<file path="config.mk">
export PLATFORM = sky130hd
export DESIGN_NAME = spms_port
export DESIGN_NICKNAME = d
export VERILOG_FILES = /design/src/spms_pkg.sv /design/src/spms_port.sv
export VERILOG_INCLUDE_DIRS = /design/src /design/src/src
export SDC_FILE = /design/constraint.sdc
export NUM_CORES = 1
export LEC_CHECK = 0
export CAP_MARGIN = 40
export CORE_MARGIN = 2
export CORE_UTILIZATION = 60
export CTS_BUF_LIST = sky130_fd_sc_hd__clkbuf_16
export DETAILED_ROUTE_END_ITERATION = 10
export DONT_BUFFER_PORTS = 1
export GPL_ROUTABILITY_DRIVEN = 1
export PLACE_DENSITY = 0.87
export SLEW_MARGIN = 20
export SYNTH_ARGS = -nofsm -noshare
export SYNTH_HDL_FRONTEND = slang
export SYNTH_SLANG_ARGS = --single-unit
</file>
<file path="constraint.sdc">
create_clock -name pclk -period 7.2 [get_ports pclk]
set_input_delay 1.44 -clock pclk [delete_from_list [all_inputs] [get_ports pclk]]
set_output_delay 1.44 -clock pclk [all_outputs]
set_load 0.01 [all_outputs]
</file>
<file path="src/spms_defines.svh">
// register offsets, field positions and reset values of the serial port
`ifndef SPMS_DEFINES_SVH
`define SPMS_DEFINES_SVH

// ---------------------------------------------------------------
// register byte offsets (apb, one 32-bit word each)
// ---------------------------------------------------------------
`define SPMS_STAT_OFS 8'h00
`define SPMS_CON1_OFS 8'h04
`define SPMS_CON2_OFS 8'h08
`define SPMS_BUF_OFS 8'h0C

// ---------------------------------------------------------------
// serial_status_control fields
// ---------------------------------------------------------------
`define SPMS_EN_BIT 15
`define SPMS_SIDL_BIT 13
`define SPMS_OVF_BIT 6
`define SPMS_TBF_BIT 1
`define SPMS_RBF_BIT 0
`define SPMS_STAT_WMASK 16'hA000
`define SPMS_STAT_RST 16'h0000

// ---------------------------------------------------------------
// serial_control_first fields
// ---------------------------------------------------------------
`define SPMS_CLKDIS_BIT 12
`define SPMS_DODIS_BIT 11
`define SPMS_WIDE_BIT 10
`define SPMS_SMP_BIT 9
`define SPMS_CKE_BIT 8
`define SPMS_SLAVE_SELECT_ENABLE_BIT 7
`define SPMS_CPOL_BIT 6
`define SPMS_MST_BIT 5
`define SPMS_SEC_MSB 4
`define SPMS_SEC_LSB 2
`define SPMS_PRI_MSB 1
`define SPMS_PRI_LSB 0
`define SPMS_CON1_WMASK 16'h1FFF
`define SPMS_CON1_RST 16'h0000

// ---------------------------------------------------------------
// second control register (framed operation)
// ---------------------------------------------------------------
`define SPMS_FEN_BIT 15
`define SPMS_FDIR_BIT 14
`define SPMS_FPOL_BIT 13
`define SPMS_FDLY_BIT 1
`define SPMS_CON2_WMASK 16'hE002
`define SPMS_CON2_RST 16'h0000

// ---------------------------------------------------------------
// transfer lengths and divider figures
// ---------------------------------------------------------------
`define SPMS_BITS_WORD 5'h10
`define SPMS_BITS_BYTE 5'h08
`define SPMS_SEC_BASE 4'h8

`endif

</file>
<file path="src/spms_pkg.sv">
// types shared by the serial port design
package spms_pkg;

  // pin drive towards the four-wire link
  typedef struct packed {
    logic sck_o;
    logic sck_oe;
    logic sdo_o;
    logic sdo_oe;
    logic ss_o;
    logic ss_oe;
  } spms_pin_out_t;

  // whole state of the port
  typedef struct packed {
    logic [15:0] stat;
    logic [15:0] con1;
    logic [15:0] con2;
    logic [15:0] txh;
    logic txf;
    logic [15:0] rxh;
    logic rxf;
    logic ovf;
    logic [15:0] sr;
    logic [15:0] rxs;
    logic sdo;
    logic sck;
    logic busy;
    logic pre;
    logic fs;
    logic armed;
    logic [5:0] half;
    logic [4:0] bitn;
    logic [9:0] divc;
    logic sck1;
    logic sck2;
    logic sckp;
    logic ss1;
    logic ss2;
    logic sdi1;
    logic sdi2;
    logic [31:0] prdata;
  } spms_state_t;

endpackage

</file>
<file path="src/spms_port.sv">
// serial master/slave port with apb register access
`timescale 1ns/1ps
`include "spms_defines.svh"

module spms_port
  import spms_pkg::*;
(
  // clock and reset
  input wire logic pclk,
  input wire logic presetn,
  // apb slave
  input wire logic psel,
  input wire logic penable,
  input wire logic pwrite,
  input wire logic [7:0] paddr,
  input wire logic [31:0] pwdata,
  output logic [31:0] prdata,
  output logic pready,
  output logic pslverr,
  // device power state
  input wire logic idle_mode,
  // serial link pins
  input wire logic sck_i,
  input wire logic sdi_i,
  input wire logic ss_n_i,
  output spms_pin_out_t link_out
);

  spms_state_t s_reg;
  spms_state_t s_next;

  logic apb_setup;
  logic apb_acc;
  logic mapped;
  logic [15:0] rd_val;
  logic en;
  logic run;
  logic master;
  logic cpol;
  logic cke;
  logic sample_phase;
  logic wide;
  logic slave_select_enable;
  logic fen;
  logic fdir;
  logic fpol;
  logic fdly;
  logic clkdis;
  logic dodis;
  logic [3:0] msb;
  logic [4:0] nbits;
  logic [5:0] last_half;
  logic [9:0] pri_div;
  logic [9:0] sec_div;
  logic [19:0] div_full;
  logic [9:0] div_val;
  logic lead;
  logic trail;
  logic chg;
  logic smp_ev;
  logic done;

  // ---------------------------------------------------------------
  // configuration decode
  // ---------------------------------------------------------------
  assign en = s_reg.stat[`SPMS_EN_BIT];
  assign run = en && !(idle_mode && s_reg.stat[`SPMS_SIDL_BIT]);
  assign master = s_reg.con1[`SPMS_MST_BIT];
  assign cpol = s_reg.con1[`SPMS_CPOL_BIT];
  assign fen = s_reg.con2[`SPMS_FEN_BIT];
  assign cke = s_reg.con1[`SPMS_CKE_BIT] && !fen;
  assign sample_phase = s_reg.con1[`SPMS_SMP_BIT];
  assign wide = s_reg.con1[`SPMS_WIDE_BIT];
  assign slave_select_enable = s_reg.con1[`SPMS_SLAVE_SELECT_ENABLE_BIT];
  assign fdir = s_reg.con2[`SPMS_FDIR_BIT];
  assign fpol = s_reg.con2[`SPMS_FPOL_BIT];
  assign fdly = s_reg.con2[`SPMS_FDLY_BIT];
  assign clkdis = s_reg.con1[`SPMS_CLKDIS_BIT];
  assign dodis = s_reg.con1[`SPMS_DODIS_BIT];

  // word length and top bit position
  assign nbits = wide ? `SPMS_BITS_WORD : `SPMS_BITS_BYTE;
  assign msb = wide ? 4'hF : 4'h7;
  assign last_half = {nbits, 1'b0};

  // two-stage prescaler, each tick is half a clock period
  assign pri_div = 10'h001 <<
    {~s_reg.con1[`SPMS_PRI_MSB:`SPMS_PRI_LSB], 1'b0};
  assign sec_div = {6'h00, `SPMS_SEC_BASE -
    {1'b0, s_reg.con1[`SPMS_SEC_MSB:`SPMS_SEC_LSB]}};
  assign div_full = pri_div * sec_div;
  assign div_val = div_full[9:0];

  // slave clock edges from synchronised pin
  assign lead = (s_reg.sck2 != cpol) && (s_reg.sckp == cpol);
  assign trail = (s_reg.sck2 == cpol) && (s_reg.sckp != cpol);

  // ---------------------------------------------------------------
  // apb decode and read mux
  // ---------------------------------------------------------------
  assign apb_setup = psel && !penable;
  assign apb_acc = psel && penable;
  assign pready = 1'b1;
  assign pslverr = apb_acc && !mapped;
  assign prdata = s_reg.prdata;

  // read value of the addressed register
  always_comb begin
    mapped = 1'b1;
    rd_val = 16'h0000;
    case (paddr)
      `SPMS_STAT_OFS: begin
        rd_val = s_reg.stat;
        rd_val[`SPMS_OVF_BIT] = s_reg.ovf;
        rd_val[`SPMS_TBF_BIT] = s_reg.txf;
        rd_val[`SPMS_RBF_BIT] = s_reg.rxf;
      end
      `SPMS_CON1_OFS: rd_val = s_reg.con1;
      `SPMS_CON2_OFS: rd_val = s_reg.con2;
      `SPMS_BUF_OFS: rd_val = s_reg.rxh;
      default: mapped = 1'b0;
    endcase
  end

  // ---------------------------------------------------------------
  // next state
  // ---------------------------------------------------------------
  always_comb begin
    s_next = s_reg;
    chg = 1'b0;
    smp_ev = 1'b0;
    done = 1'b0;
    // two-flop synchronisers on link pins
    s_next.sck1 = sck_i;
    s_next.sck2 = s_reg.sck1;
    s_next.sckp = s_reg.sck2;
    s_next.ss1 = ss_n_i;
    s_next.ss2 = s_reg.ss1;
    s_next.sdi1 = sdi_i;
    s_next.sdi2 = s_reg.sdi1;
    // read data captured in setup phase
    if (apb_setup) begin
      s_next.prdata = {16'h0000, rd_val};
    end
    // software clears, applied before hardware sets
    if (apb_acc && !pwrite && paddr == `SPMS_BUF_OFS) begin
      s_next.rxf = 1'b0;
    end
    if (apb_acc && pwrite && paddr == `SPMS_STAT_OFS &&
        !pwdata[`SPMS_OVF_BIT]) begin
      s_next.ovf = 1'b0;
    end
    // serial engine
    if (!en) begin
      s_next.busy = 1'b0;
      s_next.pre = 1'b0;
      s_next.fs = 1'b0;
      s_next.armed = 1'b0;
      s_next.half = 6'h00;
      s_next.bitn = 5'h00;
      s_next.divc = 10'h000;
      s_next.sck = cpol;
    end else if (run && master) begin
      if (!s_reg.busy) begin
        s_next.sck = cpol;
        // start only with data loaded and clock allowed
        if (s_reg.txf && !clkdis) begin
          s_next.busy = 1'b1;
          s_next.txf = 1'b0;
          s_next.half = 6'h00;
          s_next.divc = 10'h000;
          s_next.sr = cke ? {s_reg.txh[14:0], 1'b0} : s_reg.txh;
          if (cke) begin
            s_next.sdo = s_reg.txh[msb];
          end
          s_next.fs = fen && !fdir;
          s_next.pre = fen && !fdir && !fdly;
        end
      end else if (s_reg.divc == div_val - 10'h001) begin
        s_next.divc = 10'h000;
        if (s_reg.pre) begin
          // sync pulse one half period long, ending half a period before first clock
          s_next.pre = 1'b0;
          s_next.fs = 1'b0;
        end else if (s_reg.half < last_half) begin
          s_next.sck = ~s_reg.sck;
          s_next.half = s_reg.half + 6'h01;
          if (!s_reg.half[0]) begin
            // idle to active edge
            chg = !cke;
            smp_ev = cke ? !sample_phase : (sample_phase && s_reg.half != 6'h00);
          end else begin
            // active to idle edge
            chg = cke && (s_reg.half != last_half - 6'h01);
            smp_ev = (cke == sample_phase);
          end
          if (s_reg.half == 6'h01 && fdly) begin
            s_next.fs = 1'b0;
          end
        end else begin
          // tail half period, last end-of-bit sample
          smp_ev = !cke && sample_phase;
          done = 1'b1;
          s_next.busy = 1'b0;
          s_next.half = 6'h00;
        end
      end else begin
        s_next.divc = s_reg.divc + 10'h001;
      end
    end else if (run) begin
      // slave: preload when between words and no edge now
      if (!s_reg.busy && s_reg.bitn == 5'h00 && s_reg.txf &&
          !lead && !trail) begin
        s_next.busy = 1'b1;
        s_next.txf = 1'b0;
        s_next.sr = cke ? {s_reg.txh[14:0], 1'b0} : s_reg.txh;
        if (cke) begin
          s_next.sdo = s_reg.txh[msb];
        end
      end
      if (fen && s_reg.ss2 == fpol) begin
        s_next.armed = 1'b1;
      end
      if (!fen && slave_select_enable && s_reg.ss2) begin
        s_next.bitn = 5'h00;
      end else if (!fen || s_reg.armed) begin
        // far party supplies the clock
        if (lead) begin
          chg = !cke;
          smp_ev = cke;
        end
        if (trail) begin
          chg = cke;
          smp_ev = !cke;
        end
      end
      if (smp_ev) begin
        if (s_reg.bitn == nbits - 5'h01) begin
          done = 1'b1;
          s_next.bitn = 5'h00;
          s_next.busy = 1'b0;
          s_next.armed = 1'b0;
        end else begin
          s_next.bitn = s_reg.bitn + 5'h01;
        end
      end
    end
    // shift out and shift in
    if (chg) begin
      s_next.sdo = s_reg.sr[msb];
      s_next.sr = {s_reg.sr[14:0], 1'b0};
    end
    if (smp_ev) begin
      s_next.rxs = {s_reg.rxs[14:0], s_reg.sdi2};
    end
    // hand completed word to receive holding
    if (done) begin
      if (s_next.rxf || s_reg.ovf) begin
        s_next.ovf = 1'b1;
      end else begin
        s_next.rxh = wide ? s_next.rxs : {8'h00, s_next.rxs[7:0]};
        s_next.rxf = 1'b1;
      end
    end
    // register writes, tx write set wins over load clear
    if (apb_acc && pwrite) begin
      case (paddr)
        `SPMS_STAT_OFS: begin
          s_next.stat = pwdata[15:0] & `SPMS_STAT_WMASK;
        end
        `SPMS_CON1_OFS: begin
          s_next.con1 = pwdata[15:0] & `SPMS_CON1_WMASK;
        end
        `SPMS_CON2_OFS: begin
          s_next.con2 = pwdata[15:0] & `SPMS_CON2_WMASK;
        end
        `SPMS_BUF_OFS: begin
          s_next.txh = pwdata[15:0];
          s_next.txf = 1'b1;
        end
        default: begin
          s_next.txf = s_next.txf;
        end
      endcase
    end
  end

  // ---------------------------------------------------------------
  // state register
  // ---------------------------------------------------------------
  always_ff @(posedge pclk or negedge presetn) begin
    if (!presetn) begin
      s_reg <= '0;
    end else begin
      s_reg <= s_next;
    end
  end

  // ---------------------------------------------------------------
  // pin drive
  // ---------------------------------------------------------------
  assign link_out.sck_o = s_reg.sck;
  assign link_out.sck_oe = en && master && !clkdis;
  assign link_out.sdo_o = s_reg.sdo;
  assign link_out.sdo_oe = en && !dodis &&
    (master || fen || !slave_select_enable || !s_reg.ss2);
  assign link_out.ss_o = s_reg.fs ? fpol : !fpol;
  assign link_out.ss_oe = en && master && fen && !fdir;

endmodule

</file>
==> summary.md <==
| Metric | Value |
|---|---|
| Status | `finished clean` |
| Max clock buf depth | `2` |
| Routed len/inst | `19.4 um` |
| Pre-CTS WS | `1.94 ns` |
| ANT cells | `0` |
| Nets | `782` |
| Crit. End Element | `flop` |
| Simple-gate share of the synthesized area | `0.134` |
| Global placer's final weighted congestion | `0.907` |
| Crit path DAT | `5.68 ns` |
| Reg-to-reg critical path startpoint | `s_reg[151]` |
| Antenna Nets Post-Route | `0` |
| Starting Density | `0.621` |
| Die W | `116 um` |
| Initial antenna violation count | `0` |
| Detailed-router iteration count before antenna repair | `5` |
| Worst-Margin Slew | `0.793 ns` |
| Cell variety after synth | `61` |
| Mux contribution to synthesized area | `0.146` |
| Share of cells above drive strength 1 | `0.162` |
| EDFF count, synth | `0` |
| CP Capture Point | `s_reg[101]` |
| VDD IR max | `0.211 mV` |
| Total CTS buffers | `17` |
| Global-route wire length before repair | `27300 um` |
| Clock tree root buffer cell | `clkbuf_16` |
| Area added between synthesis and finish | `7.46%` |
| Max-slew headroom | `0.472` |
| Sink Count | `136` |
| Mapped Cells | `724` |
| Vias | `5524` |
| Post-synth ARST share | `1.00` |
| Highest clock rate | `0.186 GHz` |
| Top Ports | `89` |
| Unrepaired setup endpoints after global routing | `no` |
| Max FFs per register | `105` |
| Worst reg2reg endpoint | `s_reg[101]` |
| Startpoint types | `flop` |
| Setup crit start | `s_reg[151]` |
| Synth Flop Type | `dfrtp_1` |
| # hold bufs at CTS | `0` |
| Clock transition at path regs | `0.06 ns` |
| Rows | `40` |
| Period utilization | `0.748` |
| Post-synthesis compound-gate area fraction | `0.121` |
| WS Path Type | `reg2reg` |
| DRC viols | `0` |
| Clk Latency, worst-skew pair | `0.42 ns` |
| Psw | `0.000365 W` |
| Via/cell ratio | `6.24` |
| H-tree depth | `4` |
| Tot Pwr | `0.00170 W` |
| Fin. Hold Viols | `0` |
| Top post-synthesis cells by area | `dfrtp_1 (45%), mux2_2 (9.1%), o21ai_0 (4.5%)` |
| Largest family of logic cells by synthesized area | `multiplexers` |
| DR iter-0 viols | `494` |
| Worst-path cell chain | `inv_1 -> ha_1 -> xnor2_1 -> nand2_1 -> inv_1 -> fa_1 -> fa_1 -> ha_1 -> nand3_1 -> o21ai_0 -> a31oi_1 -> xnor2_1 -> nand3_2 -> o31ai_4 -> buf_6 -> mux2_2 -> mux2_2` |
| Cell taking the most area after synthesis | `dfrtp_1` |
| CP max FO | `9` |
| CTS tree | `yes` |
| Total GRT Usage | `0.268` |
| Final setup violation count | `0` |
| Inst Count DP | `851` |
| Tmin final | `5.38 ns` |
| Comb pwr share | `0.031` |
| TNS Setup | `0 ns` |
| DIE AREA | `13400 um^2` |
| Hpwl dp | `11900 um` |
| Max stage delay on crit path | `0.66 ns` |
| Share of power burned in registers | `0.459` |
| Syn avg cell area | `10.4 um^2` |
| Total grt overflow | `0` |
| Top cell type's share of synthesized area | `0.453` |
| Placeable core area | `12100 um^2` |
| Final wirelength | `17200 um` |
| Clk_skew | `0.00890 ns` |
| FF-to-FF setup slack | `1.82 ns` |
| Required time of the critical path | `7.49 ns` |
| Internal Power | `0.00133 W` |
| Leakage | `3.68 nW` |
| Post-synthesis sequential area ratio | `0.453` |
| Vias in the first global route | `5392` |
| Final setup margin | `1.82 ns` |
| Resize count post-CTS | `0` |
| Flops & latches, synth | `136` |
| Pins over their slew limit | `0` |
| Synth warnings | `0` |
| PwrDens | `210 nW/um^2` |
| Hold WC Path Type | `reg2reg` |
| Die Y | `116 um` |
| Syn Std Cell Area | `7520 um^2` |
| # Post-CTS Setup Buffers | `0` |
| Xor and xnor fraction of the mapped netlist area | `0.0291` |
| Adder-cell share of the synthesized area | `0.0543` |
| Clock network power share | `0.510` |
| Maxcap violations | `0` |
| R2R cell count | `17` |
| Post-Layout Cell Count | `885` |
| Pin count of the biggest net entering global routing | `137` |
| Slowest-stage cell, CP | `o31ai_4` |
| Switching part of the total | `0.215` |
| Port bufs | `0` |
Yosys cell counts (2+ instances only):
master,count
nor3b_1,3
a21o_1,5
and2_1,6
nor4_1,5
a22o_1,8
nor2b_1,10
ha_1,23
xor2_1,7
o21a_1,4
mux2i_1,24
o211ai_1,4
clkbuf_1,24
nand4_1,4
conb_1,2
nand2_1,74
nand3_1,25
nor2_1,32
mux2_4,10
a31oi_1,5
buf_4,35
buf_1,2
a21oi_1,18
and3_1,6
nand2b_1,6
o21bai_1,2
xnor2_1,18
fa_1,6
dfrtp_1,136
or3_1,6
nor3_1,13
o31ai_1,5
nand4b_1,4
a22oi_1,12
inv_1,21
o22ai_1,2
mux2_1,2
o21ai_0,68
a32oi_1,2
nand3b_1,3
mux2_2,61
logic make-up after synthesis:
kind of cell | count (synthesis)
xor gates and xnor gates | 25
adders and majority gates | 29
DFF | 136
and+or+nand+nor | 204
other | 2
muxes | 97
AOI/OAI and AO/OA | 146
buffers and inverters | 85
metrics by stage:
| step | util | hold WS, ns | instance area [um^2] |
|---|---|---|---|
| after floorplan | - | 0.331 | 7570 |
| after global placement | 0.615 | 0.337 | 7450 |
| after detailed placement | 0.617 | 0.336 | 7470 |
| after CTS | 0.665 | 0.348 | 8060 |
| after global routing | 0.667 | 0.355 | 8080 |
| final | 0.667 | 0.347 | 8080 |
worst min path at each step:
| stage | start | to | depth (start not counted) |
|---|---|---|---|
| after floorplan | s_next[37] | s_next[36] | 0 |
| after global placement | s_next[37] | s_next[36] | 0 |
| after detailed placement | s_next[37] | s_next[36] | 0 |
| after CTS | s_next[37] | s_next[36] | 0 |
| after global routing | s_next[32] | s_reg[32] | 0 |
| final | s_next[37] | s_next[36] | 0 |
power groups by stage:
| stage | clock network, W | registers (W) | logic, W |
|---|---|---|---|
| floorplan | 0 | 0.000788 | 0.0000543 |
| global placement | 0 | 0.000792 | 0.0000487 |
| detailed placement | 0 | 0.000792 | 0.0000508 |
| CTS | 0.000873 | 0.000778 | 0.0000517 |
| global route | 0.000910 | 0.000779 | 0.0000591 |
| finish | 0.000864 | 0.000778 | 0.0000529 |
metal layers:
metal,GRT usage,part of all wire
met5,0,0
met4,0.118,0.034
met1,0.337,0.39
met3,0.0816,0.085
met2,0.434,0.50
critical path, delay by kind of cell, from the launching register on:
family          cells  cell delay [ns]
compound gates      3             1.13
xor+xnor            2             0.58
fa+ha+maj           4             1.57
buf+inv             3             0.44
flops               1             0.46
mux                 2             0.63
simple gates        3             0.44
layout by cell type, fill, tap and decap left out, types with 5 or more instances in the layout:
| cell | n |
|---|---|
| o31ai_1 | 5 |
| and2_1 | 6 |
| nand3_1 | 25 |
| nor3_1 | 13 |
| nor2b_1 | 9 |
| and3_1 | 6 |
| a22oi_1 | 12 |
| dfrtp_1 | 136 |
| mux2_2 | 61 |
| mux2i_1 | 24 |
| inv_1 | 22 |
| xnor2_1 | 18 |
| buf_4 | 5 |
| mux2_4 | 10 |
| a21oi_1 | 18 |
| o21ai_0 | 67 |
| clkbuf_16 | 17 |
| nand2_1 | 74 |
| nor2_1 | 32 |
| a31oi_1 | 5 |
| nand2b_1 | 6 |
| a21o_1 | 5 |
| ha_1 | 23 |
| conb_1 | 17 |
| fa_1 | 6 |
| a22o_1 | 8 |
| nor4_1 | 5 |
| or3_1 | 6 |
| xor2_1 | 7 |
area by class of cell:
class / count / area (um^2)
fillers: 883 / 4030
flip-flops and latches: 136 / 3400
multi-input cells: 518 / 3710
clock buffers: 17 / 425
clock inverters: 15 / 160
repair buffers: 9 / 82.6
inverters: 22 / 82.6
well taps: 168 / 210
(Power assumes the default switching activity.)
